<file path="config.mk">
export PLATFORM = sky130hd
export DESIGN_NAME = hrs_axis
export DESIGN_NICKNAME = d
export VERILOG_FILES = /design/src/verilog/hrs_pkg.sv /design/src/verilog/hrs_ahb_slave.sv /design/src/verilog/hrs_dwell_timer.sv /design/src/verilog/hrs_axis.sv
export SDC_FILE = /design/constraint.sdc
export NUM_CORES = 1
export LEC_CHECK = 0
export BUFFER_PORTS_ARGS = -buffer_cell sky130_fd_sc_hd__buf_2
export CORE_MARGIN = 5
export CORE_UTILIZATION = 30
export DETAILED_ROUTE_END_ITERATION = 12
export HOLD_SLACK_MARGIN = 0.03
export MAX_ROUTING_LAYER = met4
export SLEW_MARGIN = 20
export SYNTH_ARGS = -nofsm -noshare
export SYNTH_HDL_FRONTEND = slang
export SYNTH_SLANG_ARGS = --single-unit
</file>
<file path="constraint.sdc">
create_clock -name hclk -period 5.3 [get_ports hclk]
set_input_delay 0.795 -clock hclk [delete_from_list [all_inputs] [get_ports hclk]]
set_output_delay 0.795 -clock hclk [all_outputs]
set_load 0.03 [all_outputs]
</file>
<file path="src/verilog/hrs_pkg.sv">
/*
 Shared constants and types for the homing retry sequencer.
 Assumes a 100 MHz hclk and a 32-bit AHB-Lite register bus.
*/
`default_nettype none
package hrs_pkg;
    // timing
    localparam int unsigned CLK_NS = 10;
    localparam int unsigned MS_NS = 1000000;
    localparam int unsigned TICK_CYC = MS_NS / CLK_NS;
    // register byte offsets
    localparam logic [7:0] R_CTRL = 8'h00;
    localparam logic [7:0] R_PARAM = 8'h04;
    localparam logic [7:0] R_SPEED = 8'h08;
    localparam logic [7:0] R_STAT = 8'h0c;
    localparam logic [7:0] R_ACT = 8'h10;
    // control fields
    localparam int C_START = 0;
    localparam int C_READY = 1;
    localparam int C_DIR = 2;
    localparam int C_METH = 4;
    // parameter and speed fields
    localparam int P_RETRY = 0;
    localparam int P_DWELL = 16;
    localparam int S_HOME = 0;
    localparam int S_CREEP = 16;
    // status fields
    localparam int T_BUSY = 0;
    localparam int T_DONE = 1;
    localparam int T_ERR = 2;
    localparam int T_ZSEEN = 3;
    localparam int T_STATE = 8;
    localparam int T_CODE = 16;
    // reset values
    localparam logic RETRY_RST = 1'b0;
    localparam logic [15:0] DWELL_RST = 16'h0000;
    localparam logic [15:0] SPEED_RST = 16'h0000;
    localparam logic [2:0] METH_RST = 3'h0;
    // homing methods
    localparam logic [2:0] M_DOG = 3'h0;
    localparam logic [2:0] M_DOG2 = 3'h1;
    localparam logic [2:0] M_CNT1 = 3'h2;
    localparam logic [2:0] M_CNT2 = 3'h3;
    localparam logic [2:0] M_CNT3 = 3'h4;
    localparam logic [2:0] M_DATA = 3'h5;
    // error codes
    localparam logic [7:0] E_NONE = 8'h00;
    localparam logic [7:0] E_NOZERO = 8'hd2;
    localparam logic [7:0] E_LIMIT = 8'h01;

    typedef enum logic [3:0] {
        ST_IDLE, ST_SEARCH, ST_CREEP, ST_ZSTOP, ST_DOGSTOP, ST_NPFWD,
        ST_LIMSTOP, ST_DWELL_A, ST_REV, ST_REVSTOP, ST_DWELL_B, ST_ERRSTOP
    } hrs_state_t;

    function automatic logic is_dog(input logic [2:0] m);
        return (m == M_DOG) || (m == M_DOG2);
    endfunction

    function automatic logic retry_ok(input logic [2:0] m);
        return is_dog(m) || (m == M_CNT1) || (m == M_CNT2) || (m == M_CNT3);
    endfunction
endpackage
`default_nettype wire

</file>
<file path="src/verilog/hrs_ahb_slave.sv">
/*
 AHB-Lite slave front end: zero wait states, OKAY always.
 Assumes one master; register decode and read mux sit in the parent.
*/
`timescale 1ns/100ps
`default_nettype none
module hrs_ahb_slave (
    input wire logic hclk,
    input wire logic hresetn,
    input wire logic hsel,
    input wire logic [31:0] haddr,
    input wire logic [1:0] htrans,
    input wire logic hwrite,
    input wire logic [2:0] hsize,
    input wire logic hready,
    input wire logic [31:0] hwdata,
    output logic [31:0] hrdata,
    output logic hreadyout,
    output logic hresp,
    output logic [7:0] rd_addr,
    input wire logic [31:0] rd_data,
    output logic wr_en,
    output logic [7:0] wr_addr,
    output logic [31:0] wr_data
);
    logic acc;
    logic wpend_q, wpend_d;
    logic [7:0] waddr_q, waddr_d;
    logic [31:0] rdata_q, rdata_d;

    // address phase: only word transfers are decoded
    always_comb
    begin
        acc = hsel && hready && htrans[1] && (hsize == 3'h2);
        wpend_d = acc && hwrite;
        waddr_d = acc ? haddr[7:0] : waddr_q;
        rdata_d = (acc && !hwrite) ? rd_data : 32'h0000_0000;
    end

    always_ff @(posedge hclk or negedge hresetn)
    begin
        if (!hresetn)
        begin
            wpend_q <= 1'b0;
            waddr_q <= 8'h00;
            rdata_q <= 32'h0000_0000;
        end
        else
        begin
            wpend_q <= wpend_d;
            waddr_q <= waddr_d;
            rdata_q <= rdata_d;
        end
    end

    // read data sampled in the address phase, so a read right after a
    // write to the same word returns the old value
    assign rd_addr = haddr[7:0];
    assign hrdata = rdata_q;
    assign hreadyout = 1'b1;
    assign hresp = 1'b0;
    assign wr_en = wpend_q;
    assign wr_addr = waddr_q;
    assign wr_data = hwdata;
endmodule
`default_nettype wire

</file>
<file path="src/verilog/hrs_dwell_timer.sv">
/*
 Millisecond dwell down-counter for retry reversals.
 Assumes load is a one-cycle pulse from the sequencer.
*/
`timescale 1ns/100ps
`default_nettype none
module hrs_dwell_timer #(
    parameter int unsigned TICKS = hrs_pkg::TICK_CYC
) (
    input wire logic hclk,
    input wire logic hresetn,
    input wire logic load,
    input wire logic [15:0] dwell_ms,
    output logic expired
);
    localparam int PW = $clog2(TICKS + 1);
    localparam logic [PW-1:0] PMAX = PW'(TICKS - 1);
    logic [PW-1:0] pre_q, pre_d;
    logic [15:0] cnt_q, cnt_d;
    logic tick;

    // prescaler restarts at load so each ms is a full one
    always_comb
    begin
        tick = (pre_q == '0);
        pre_d = (load || tick) ? PMAX : pre_q - PW'(1);
        cnt_d = cnt_q;
        if (load)
            cnt_d = dwell_ms;
        else if (tick && cnt_q != 16'h0000)
            cnt_d = cnt_q - 16'h0001;
    end

    always_ff @(posedge hclk or negedge hresetn)
    begin
        if (!hresetn)
        begin
            pre_q <= '0;
            cnt_q <= 16'h0000;
        end
        else
        begin
            pre_q <= pre_d;
            cnt_q <= cnt_d;
        end
    end

    assign expired = (cnt_q == 16'h0000);
endmodule
`default_nettype wire

</file>
<file path="src/verilog/hrs_axis.sv">
/*
 One-axis homing sequencer with limit-switch retry and register file.
 Assumes limit inputs high while inside the stroke, dog high on the dog,
 a one-cycle zero pulse, and a motion profile that reports standstill.
*/
// Functional notes
// - start command moves axis in the homing direction
// - with retry, a limit going OFF starts a deceleration stop
// - after limit stop, run at homing speed opposite to homing direction
// - reverse run stops at dog OFF, then homing restarts
// - stop at zero point completes homing
// - dog ON drops speed from homing to creep speed
// - zero not passed: stop at dog OFF, continue forward at homing speed; here dog methods only, count methods 2 and 3 keep creeping
// - then stop at limit OFF, reverse, stop at dog OFF, repeat
// - same dwell before reverse run and before re-homing
// - retry for dog and count methods, never for data setting
// - first count method, no zero before dog OFF: stop, error 210
// - second dog method with retry: no zero triggers retry sequence
// - legacy variant, basic dog method: error 210 instead of retry
// - retry search runs until a hardware limit is seen
// - retry enabled only when parameter is 1, reset value 0
// - dwell 0 to 65535 ms, reset value 0
// - retry parameters take effect on ready rising edge, per axis
`timescale 1ns/100ps
`default_nettype none
module hrs_axis #(
    parameter int unsigned TICKS = hrs_pkg::TICK_CYC,
    parameter bit LEGACY = 1'b0
) (
    input wire logic hclk,
    input wire logic hresetn,
    input wire logic hsel,
    input wire logic [31:0] haddr,
    input wire logic [1:0] htrans,
    input wire logic hwrite,
    input wire logic [2:0] hsize,
    input wire logic hready,
    input wire logic [31:0] hwdata,
    output logic [31:0] hrdata,
    output logic hreadyout,
    output logic hresp,
    input wire logic limit_upper,
    input wire logic limit_lower,
    input wire logic dog,
    input wire logic zero_pulse,
    input wire logic motion_stopped,
    output logic drive_run,
    output logic drive_fwd,
    output logic [15:0] drive_speed
);
    logic [7:0] rd_addr, wr_addr;
    logic [31:0] rd_data, wr_data;
    logic wr_en, expired, dwell_load;
    // software-facing settings
    logic ready_q, ready_d, dir_q, dir_d, rst_q, rst_d, ract_q, ract_d;
    logic [2:0] meth_q, meth_d;
    logic [15:0] dst_q, dst_d, dact_q, dact_d;
    logic [15:0] hspd_q, hspd_d, cspd_q, cspd_d;
    logic start;
    // sequencer
    hrs_pkg::hrs_state_t st_q, st_d;
    logic dog_q, zs_q, zs_d, done_q, done_d, err_q, err_d;
    logic [7:0] code_q, code_d;
    logic run_d, fwd_d;
    logic [15:0] spd_d;
    logic home_fwd, lim_hit, dog_fall, retry_on;

    hrs_ahb_slave u_bus (
        .hclk(hclk), .hresetn(hresetn), .hsel(hsel), .haddr(haddr),
        .htrans(htrans), .hwrite(hwrite), .hsize(hsize), .hready(hready),
        .hwdata(hwdata), .hrdata(hrdata), .hreadyout(hreadyout),
        .hresp(hresp), .rd_addr(rd_addr), .rd_data(rd_data),
        .wr_en(wr_en), .wr_addr(wr_addr), .wr_data(wr_data)
    );

    hrs_dwell_timer #(.TICKS(TICKS)) u_dwell (
        .hclk(hclk), .hresetn(hresetn), .load(dwell_load),
        .dwell_ms(dact_q), .expired(expired)
    );

    // register writes; retry settings staged until ready rises
    always_comb
    begin
        ready_d = ready_q;
        dir_d = dir_q;
        meth_d = meth_q;
        rst_d = rst_q;
        dst_d = dst_q;
        hspd_d = hspd_q;
        cspd_d = cspd_q;
        start = 1'b0;
        if (wr_en && wr_addr == hrs_pkg::R_CTRL)
        begin
            ready_d = wr_data[hrs_pkg::C_READY];
            dir_d = wr_data[hrs_pkg::C_DIR];
            meth_d = wr_data[hrs_pkg::C_METH +: 3];
            start = wr_data[hrs_pkg::C_START] && ready_q;
        end
        if (wr_en && wr_addr == hrs_pkg::R_PARAM)
        begin
            rst_d = wr_data[hrs_pkg::P_RETRY];
            dst_d = wr_data[hrs_pkg::P_DWELL +: 16];
        end
        if (wr_en && wr_addr == hrs_pkg::R_SPEED)
        begin
            hspd_d = wr_data[hrs_pkg::S_HOME +: 16];
            cspd_d = wr_data[hrs_pkg::S_CREEP +: 16];
        end
        ract_d = (ready_d && !ready_q) ? rst_q : ract_q;
        dact_d = (ready_d && !ready_q) ? dst_q : dact_q;
    end

    always_ff @(posedge hclk or negedge hresetn)
    begin
        if (!hresetn)
        begin
            ready_q <= 1'b0;
            dir_q <= 1'b0;
            meth_q <= hrs_pkg::METH_RST;
            rst_q <= hrs_pkg::RETRY_RST;
            ract_q <= hrs_pkg::RETRY_RST;
            dst_q <= hrs_pkg::DWELL_RST;
            dact_q <= hrs_pkg::DWELL_RST;
            hspd_q <= hrs_pkg::SPEED_RST;
            cspd_q <= hrs_pkg::SPEED_RST;
        end
        else
        begin
            ready_q <= ready_d;
            dir_q <= dir_d;
            meth_q <= meth_d;
            rst_q <= rst_d;
            ract_q <= ract_d;
            dst_q <= dst_d;
            dact_q <= dact_d;
            hspd_q <= hspd_d;
            cspd_q <= cspd_d;
        end
    end

    // read mux; unmapped words read zero
    always_comb
    begin
        rd_data = 32'h0000_0000;
        case (rd_addr)
            hrs_pkg::R_CTRL:
            begin
                rd_data[hrs_pkg::C_READY] = ready_q;
                rd_data[hrs_pkg::C_DIR] = dir_q;
                rd_data[hrs_pkg::C_METH +: 3] = meth_q;
            end
            hrs_pkg::R_PARAM:
            begin
                rd_data[hrs_pkg::P_RETRY] = rst_q;
                rd_data[hrs_pkg::P_DWELL +: 16] = dst_q;
            end
            hrs_pkg::R_SPEED: rd_data = {cspd_q, hspd_q};
            hrs_pkg::R_STAT:
            begin
                rd_data[hrs_pkg::T_BUSY] = (st_q != hrs_pkg::ST_IDLE);
                rd_data[hrs_pkg::T_DONE] = done_q;
                rd_data[hrs_pkg::T_ERR] = err_q;
                rd_data[hrs_pkg::T_ZSEEN] = zs_q;
                rd_data[hrs_pkg::T_STATE +: 4] = st_q;
                rd_data[hrs_pkg::T_CODE +: 8] = code_q;
            end
            hrs_pkg::R_ACT:
            begin
                rd_data[hrs_pkg::P_RETRY] = ract_q;
                rd_data[hrs_pkg::P_DWELL +: 16] = dact_q;
            end
            default: rd_data = 32'h0000_0000;
        endcase
    end

    // motion direction and event decode
    // start word may carry a new direction, so look at the written value
    assign home_fwd = !dir_d;
    assign lim_hit = drive_fwd ? !limit_upper : !limit_lower;
    assign dog_fall = dog_q && !dog;
    assign retry_on = ract_q && hrs_pkg::retry_ok(meth_q);

    // sequencer next state; in creep zero pulse beats limit beats dog edge, in reverse dog edge beats limit
    always_comb
    begin
        st_d = st_q;
        zs_d = zs_q || zero_pulse;
        done_d = done_q;
        err_d = err_q;
        code_d = code_q;
        dwell_load = 1'b0;
        case (st_q)
            hrs_pkg::ST_IDLE:
                if (start)
                begin
                    // method comes from the start word itself
                    zs_d = zero_pulse;
                    done_d = (meth_d == hrs_pkg::M_DATA);
                    err_d = 1'b0;
                    code_d = hrs_pkg::E_NONE;
                    if (meth_d != hrs_pkg::M_DATA)
                        st_d = hrs_pkg::ST_SEARCH;
                end
            hrs_pkg::ST_SEARCH:
                if (lim_hit)
                    st_d = retry_on ? hrs_pkg::ST_LIMSTOP
                                    : hrs_pkg::ST_ERRSTOP;
                else if (dog)
                    st_d = hrs_pkg::ST_CREEP;
            hrs_pkg::ST_CREEP:
                if (zero_pulse)
                    st_d = hrs_pkg::ST_ZSTOP;
                else if (lim_hit)
                    st_d = retry_on ? hrs_pkg::ST_LIMSTOP
                                    : hrs_pkg::ST_ERRSTOP;
                else if (dog_fall && !zs_q)
                begin
                    if (meth_q == hrs_pkg::M_CNT1 || !retry_on ||
                        (LEGACY && meth_q == hrs_pkg::M_DOG))
                    begin
                        st_d = hrs_pkg::ST_ERRSTOP;
                        code_d = hrs_pkg::E_NOZERO;
                    end
                    else if (hrs_pkg::is_dog(meth_q))
                        st_d = hrs_pkg::ST_DOGSTOP;
                end
            hrs_pkg::ST_ZSTOP:
                if (motion_stopped)
                begin
                    st_d = hrs_pkg::ST_IDLE;
                    done_d = 1'b1;
                end
            hrs_pkg::ST_DOGSTOP:
                if (motion_stopped)
                    st_d = hrs_pkg::ST_NPFWD;
            hrs_pkg::ST_NPFWD:
                // no timeout: only a limit ends this search
                if (lim_hit)
                    st_d = hrs_pkg::ST_LIMSTOP;
            hrs_pkg::ST_LIMSTOP:
                if (motion_stopped)
                begin
                    st_d = hrs_pkg::ST_DWELL_A;
                    dwell_load = 1'b1;
                end
            hrs_pkg::ST_DWELL_A:
                if (expired)
                    st_d = hrs_pkg::ST_REV;
            hrs_pkg::ST_REV:
                if (dog_fall)
                    st_d = hrs_pkg::ST_REVSTOP;
                else if (lim_hit)
                begin
                    st_d = hrs_pkg::ST_ERRSTOP;
                    code_d = hrs_pkg::E_LIMIT;
                end
            hrs_pkg::ST_REVSTOP:
                if (motion_stopped)
                begin
                    st_d = hrs_pkg::ST_DWELL_B;
                    dwell_load = 1'b1;
                end
            hrs_pkg::ST_DWELL_B:
                if (expired)
                begin
                    st_d = hrs_pkg::ST_SEARCH;
                    zs_d = zero_pulse; // a mark in this cycle still counts
                end
            hrs_pkg::ST_ERRSTOP:
                if (motion_stopped)
                begin
                    st_d = hrs_pkg::ST_IDLE;
                    err_d = 1'b1;
                    if (code_q == hrs_pkg::E_NONE)
                        code_d = hrs_pkg::E_LIMIT;
                end
            default: st_d = hrs_pkg::ST_IDLE;
        endcase
        // drive command follows the next state; stops hold dir and speed
        run_d = 1'b0;
        fwd_d = drive_fwd;
        spd_d = drive_speed;
        case (st_d)
            hrs_pkg::ST_SEARCH, hrs_pkg::ST_NPFWD:
            begin
                run_d = 1'b1;
                fwd_d = home_fwd;
                spd_d = hspd_q;
            end
            hrs_pkg::ST_CREEP:
            begin
                run_d = 1'b1;
                fwd_d = home_fwd;
                spd_d = cspd_q;
            end
            hrs_pkg::ST_REV:
            begin
                run_d = 1'b1;
                fwd_d = !home_fwd;
                spd_d = hspd_q;
            end
            default: run_d = 1'b0;
        endcase
    end

    always_ff @(posedge hclk or negedge hresetn)
    begin
        if (!hresetn)
        begin
            st_q <= hrs_pkg::ST_IDLE;
            dog_q <= 1'b0;
            zs_q <= 1'b0;
            done_q <= 1'b0;
            err_q <= 1'b0;
            code_q <= hrs_pkg::E_NONE;
            drive_run <= 1'b0;
            drive_fwd <= 1'b1;
            drive_speed <= 16'h0000;
        end
        else
        begin
            st_q <= st_d;
            dog_q <= dog;
            zs_q <= zs_d;
            done_q <= done_d;
            err_q <= err_d;
            code_q <= code_d;
            drive_run <= run_d;
            drive_fwd <= fwd_d;
            drive_speed <= spd_d;
        end
    end
endmodule
`default_nettype wire

</file>
==> results of run 1 <==
==> worst max-delay path, delay by kind of cell (launching register included) <==
kind,cells,cell delay (ps)
AOI/OAI and AO/OA,4,1110
DFF,1,600
muxes,3,1190
and+or+nand+nor,1,370
==> power breakdown <==
part	internal [mW]	switching [mW]	total [mW]
registers	1.51	0.226	1.74
logic	0.483	0.641	1.12
clock network	0.811	0.516	1.33
==> how the worst max path moves through the flow <==
| stage | cells past startpoint | to | startpoint |
|---|---|---|---|
| floorplan | 9 | drive_speed[10] | u_bus.wr_addr[4] |
| global placement | 9 | drive_speed[13] | limit_upper |
| detailed placement | 9 | drive_speed[8] | limit_upper |
| CTS | 8 | drive_speed[8] | drive_fwd |
| global route | 8 | drive_speed[8] | drive_fwd |
| finish | 8 | drive_speed[8] | drive_fwd |
==> through the flow <==
| stage | util (%) | instances | cell area [sq um] | setup WS (ps) |
|---|---|---|---|---|
| 6_report | 36.29 | 1116 | 9483 | 1889 |
| 5_1_grt | 36.29 | 1116 | 9483 | 1637 |
| 4_1_cts | 36.26 | 1114 | 9475 | 1882 |
| 3_5_place_dp | 33.88 | 1084 | 8855 | 1672 |
| 3_3_place_gp | 33.88 | 1084 | 8855 | 1684 |
| 2_1_floorplan | - | 667 | 7974 | 2133 |
==> routing by layer <==
layer | vias up | wire, um
met1 | 2774 | 9647
met2 | 146 | 9552
met4 | 0 | 236
met5 | - | 0
met3 | 18 | 852
li1 | 2602 | -
==> kinds of logic (layout without fill, tap and decap cells) <==
logic type,after synthesis,after routing
compound gates,92,92
xor+xnor,27,27
fa+ha+maj,2,2
buf+inv,44,156
flops,173,173
mux,122,122
other cells,2,4
simple gates,205,205
==> final cells by class <==
type	count	area, sq um	share of cell area (%)
Sequential cell	173	4330	45.67
Multi-Input combinational cell	450	3460	36.48
Timing Repair Buffer	113	599.3	6.320
Clock buffer	20	456.7	4.816
Tap cell	335	419.2	4.420
Clock inverter	10	163.9	1.728
Inverter	13	48.80	0.5146
Antenna cell	2	5.005	0.05278
==> flip-flops by register name (all words and copies together) (netlist names), 2 cells and up <==
register / count
st_q: 4
code_q: 2
u_dwell.cnt_q: 16
dact_q: 16
u_bus.hrdata: 32
drive_speed: 16
u_bus.wr_addr: 8
cspd_q: 16
u_dwell.pre_q: 17
hspd_q: 16
dst_q: 16
meth_q: 3
==> placed cells by master (no fill, tap or decap), types with 7 or more instances in the layout <==
master / n
nor2b_1: 8
and2_1: 10
a22o_1: 7
nor3_1: 11
mux2i_1: 7
nand3b_1: 7
nor4_1: 7
xor2_1: 16
clkbuf_16: 17
buf_2: 102
buf_4: 10
nand2b_1: 7
o21ai_0: 11
nand3_1: 9
nand2_1: 42
dfrtp_1: 172
a222oi_1: 17
mux2_4: 9
xnor2_1: 10
mux2_2: 105
nor2_1: 71
a21oi_1: 27
inv_1: 13
==> impl_results.md, run 1 <==
* Vias/cell at 4.964
* # Max-Cap Violations at 0
* Vias after detailed routing at 5540
* CP Cell Sequence: mux2i_2 > o32ai_1 > a311oi_1 > o211ai_2 > a211oi_4 > nand3_4 > mux2_2 > mux2_4
* Hold Worst Slack at 464.8 ps
* Clock slew at reported path FFs at 70 ps
* Power consumption at 4.190 mW
* TritonRoute pass-1 iters at 5
* Post-synthesis adder-cell area fraction at 0.3138%
* Iteration-0 DRC Markers at 373
* Mux cell area share after synthesis at 17.57%
* Clock Path Buffers at 2
* Crit path DAT at 3720 ps
* Endpoints failing setup at 0
* Worst path required time at 5610 ps
* Clock root buffer: clkbuf_16
* Syn avg cell area at 11.95 sq um
* # IOs at 131
* Post-synthesis sequential area ratio at 54.31%
* R2r worst-path depth at 8
* Sink Count at 173
* Synth Instances at 667
* Remaining global-route overflow at 0
* Async set-reset flop share out of synthesis at 100.0%
* Warnings from Yosys at 0
* Setup tns final at 0 ps
* #FFs+latches synth at 173
* Core outline area at 26130 sq um
* Hold depth at 1
* Synth area leaders: dfrtp_1, mux2_2, nor2_1, a222oi_1, nand2_1
* Largest net degree at the start of global routing at 108
* Slew @ Worst Pin at 1053 ps
* Initial Utilization at 30.51%
* Final Max Slew Viols at 0
* FP Rows at 59
* Headroom to the max-slew limit at 29.81%
* GP Congestion at 0.8243
* Met3 Usage GRT at 2.686%
* Die area at 29940 sq um
* Clk_skew at 8.153 ps
* CP max stage cell: dfstp_2
* Met1 global-route usage at 18.88%
* Compound-Gate Fraction of Synth Area at 8.724%
* R2r startpoint: drive_fwd
* Global-route wire length before repair at 32.66 mm
* IO buf count at 103
* Fin crit share at 64.35%
* Final net count at 849
* CTS buffer count at 17
* Crit. End Element: register
* Post-synth top area cell: dfrtp_1
* Top-area cell type share of the netlist area at 53.98%
* Leak at 4.436 nW
* Area delta synth->final at 18.92%
* Post-synth EDFFs at 0
* Post-CTS Resized at 0
* Initial antenna violation count at 2
* Maximum clock frequency at 293.2 MHz
* Post-Syn Area at 7974 sq um
* HPWL after detailed placement at 14.07 mm
* Synth Area in XOR/XNOR at 3.060%
* Worst hold path endpoint: u_dwell.pre_q[0]
* GRT busiest layer: met2
* Hold Fails Final Rpt at 0
* Max VDD drop at 0.3726 mV
* Total track usage at 14.04%
* WS Path Type: reg -> reg
* Setup bufs post-CTS at 0
* R2R Path End: drive_speed[8]
* Grt met2 use at 21.74%
* Worst R2R Setup Slack at 1890 ps
* Total Wirelength at 20.29 mm
* Syn nets at 748
* Synth cell count leaders: dfrtp_1, mux2_2, nor2_1, nand2_1, a21oi_1
* RSZ-0062 raised after global routing: false
* Worst Hold Class: reg -> reg
* PwrDens at 441.9 nW/um^2
* Fill count at 2583
* Die Wd at 173.0 um
* ANT nets after route at 0
* Layout cells sized above 1 at 35.30%
* Outcome: finished, final reports clean
* CTS tree: yes
* Vias in the first global route at 5722
* Critical Path Max Stage Delay at 600 ps
* Hold Buf Count CTS at 0
* Worst skew pair latency at 430 ps
* Min Tclk post-route at 3411 ps
* Largest family of logic cells by synthesized area: multiplexers
* Simple-Gate Fraction of Synth Area at 13.48%
* Die Span Y at 173.0 um
* H-tree depth at 4
* Hold Path Origin: u_dwell.pre_q[0]
* Crit start category: register
* Worst-path fanout max at 17
* Top FF cell, synth: dfrtp_1
* DRC viols at 0
* Unique masters post-synth at 69
* DR WL/cell at 18.18 um
* Most common cell in the netlist: dfrtp_1
Note: power is estimated with default switching activity, not from simulation.
==> run 2: changes to the inputs <==
Clock period 5.3 ns to 2.9 ns, I/O delays scaled along.
==> run 2 against run 1 <==
Net effect:
- the run now ends with negative hold slack, negative setup slack left
- setup slack got worse by 2100 ps
- worst hold slack got worse by 470 ps
- combinational power increased by 130%
- global-route usage increased by 0.78 points
- fmax up 10%
- non-clock buffer count is 53 higher
- first-iteration DRC count down 1.3%
- cell count up 4.8%
- critical path depth grew 1
- sequential power up 78%
==> impl_results.md, run 2 (synthesis results as in run 1) <==
* Stages on worst setup path at 9 (+1)
* Remaining global-route overflow at 0 (unchanged)
* Utilization after layout at 38.02% (+1.7 points)
* WS Path Type: reg -> reg
* Most used cell, CP: or4_4
* Top delay family on crit path: simple AND/OR/NAND/NOR gates
* Fill count at 2559 (-0.93%)
* Post-route cell area at 9935 sq um (+4.8%)
* Vias/cell at 4.907 (-1.2%)
* Layout cells sized above 1 at 39.69% (+4.4 points)
* FP Rows at 59 (unchanged)
* Die Span Y at 173.0 um (unchanged)
* GP Congestion at 0.8126 (-1.4%)
* Headroom to the max-slew limit at 55.82% (+26 points)
* Crit path from: u_bus.wr_addr[4]
* Setup tns final at -2889 ps (-2889 ps)
* Placed cells at 1135 (+4.7%)
* Final Max Slew Viols at 0 (unchanged)
* RSZ-0062 raised after global routing: true
* Global-route wire length before repair at 34.59 mm (+5.9%)
* Sink Count at 173 (unchanged)
* Die area at 29940 sq um (unchanged)
* Max reg flops at 32 (unchanged)
* Commonest non-fill, non-tap cell in the layout: dfrtp_1
* DR WL/cell at 18.02 um (-0.88%)
* CP Cell Sequence: or4b_4 > or4_4 > or4_4 > o211ai_4 > a211oi_4 > nand3_4 > buf_12 > mux2_2 > mux2_4
* Hold Worst Slack at -4.933 ps (-469.8 ps)
* Crit start category: register
* Fin crit share at 106.9% (+43 points)
* Largest net degree at the start of global routing at 69 (-36%)
* Clock root buffer: clkbuf_16
* CTS buffer count at 17 (unchanged)
* DRC viols at 0 (unchanged)
* Core outline area at 26130 sq um (unchanged)
* Worst Hold Class: in -> async
* Slew @ Worst Pin at 662.7 ps (-390.0 ps)
* Total track usage at 14.82% (+0.78 points)
* Die Wd at 173.0 um (unchanged)
* R2r startpoint: u_bus.wr_addr[4]
* Maximum clock frequency at 322.5 MHz (+10%)
* Setup ws final at -200.8 ps (-2090 ps)
* Placed cell area at 9263 sq um (+4.6%)
* Total Wirelength at 21.08 mm (+3.9%)
* HPWL after detailed placement at 15.28 mm (+8.6%)
* CP max stage cell: or4b_4
* Power consumption at 8.023 mW (+91%)
* Vias after detailed routing at 5741 (+3.6%)
* # IOs at 131 (unchanged)
* Endpoints failing setup at 16 (+16)
* Outcome: finished, violations left
* Iteration-0 DRC Markers at 368 (-1.3%)
* Crit path DAT at 3410 ps (-310 ps)
* Worst-path fanout max at 14 (-3)
* Vias in the first global route at 6223 (+8.8%)
* Fin cells at 1170 (+4.8%)
* TritonRoute pass-1 iters at 5 (unchanged)
* Worst path required time at 3210 ps (-2400 ps)
* Failing checks: negative hold slack, negative setup slack
* Crit. End Element: register
* Area delta synth->final at 24.59%
* Clk_skew at 9.299 ps (+1.146 ps)
* H-tree depth at 4 (unchanged)
* Most frequent cells in the layout: dfrtp_1, mux2_2, buf_2
* ANT nets after route at 0 (unchanged)
* Critical Path Max Stage Delay at 540 ps (-60 ps)
* Critical path buffers and inverters at 1 (+1)
* Min Tclk post-route at 3101 ps (-310.0 ps)
* CTS tree: yes
* PwrDens at 807.6 nW/um^2 (+83%)
* Setup WS pre-CTS at -240.6 ps (-1913 ps)
* Clock slew at reported path FFs at 70 ps (about the same)
* Hold Fails Final Rpt at 2 (+2)
* Final net count at 902 (+6.2%)
* Initial Utilization at 30.51% (unchanged)
* Max VDD drop at 0.5250 mV (+41%)
* Initial antenna violation count at 1 (-1)
* R2r worst-path depth at 9 (+1)
* Hold Buf Count CTS at 0 (unchanged)
* Leak at 4.714 nW (+6.3%)
* # Max-Cap Violations at 0 (unchanged)
* Worst skew pair latency at 430 ps (about the same)
* IO buf count at 103 (unchanged)
* Clock Path Buffers at 2 (unchanged)
run 2: final cells by class:
type | count | area (sq um) | area share [%]
multi-input cells | 450 | 3482 | 35.05
well taps | 335 | 419.2 | 4.219
repair buffers | 166 | 1032 | 10.39
flip-flops and latches | 173 | 4330 | 43.59
clock inverters | 14 | 180.2 | 1.814
diodes | 1 | 2.502 | 0.02519
inverters | 13 | 48.80 | 0.4912
clock buffers | 18 | 439.2 | 4.421
run 2: worst reg2reg max path, stage by stage (launching register included):
cell,delay (ps)
dfrtp_1,380
or4b_4,540
or4_4,430
or4_4,470
o211ai_4,200
a211oi_4,90
nand3_4,120
buf_12,150
mux2_2,360
mux2_4,250
run 2: what timing repair did:
action	4_1_cts	5_1_grt
pin swaps	3	0
cloned	0	0
gates resized for setup	4	1
hold endpoints to repair	0	0
setup buffers	2	0
endpoints found under the setup margin	18	18
run 2: power by group:
group	internal, mW	switching (mW)	leakage (nW)
clock network	1.40	0.998	0.309
registers	2.77	0.327	2.25
logic	1.19	1.34	2.15
run 2: metal layers:
layer  part of all wire [%]  GRT usage [%]  up-vias
li1                       -              -     2707
met4                    1.3          3.957        0
met2                     49          23.79      125
met1                     46          19.47     2882
met3                    4.2          2.686       27
met5                      0              -        -
run 2: path summary, 6_finish.rpt:
check	to	slack [ps]
worst max-delay path	drive_speed[10]	-200
worst min-delay path	drive_speed[4]	-5
worst max register to register	drive_speed[10]	-200
worst min register to register	u_dwell.pre_q[0]	470
max in group asynchronous	u_dwell.cnt_q[8]	2110
min in group hclk	hspd_q[12]	230
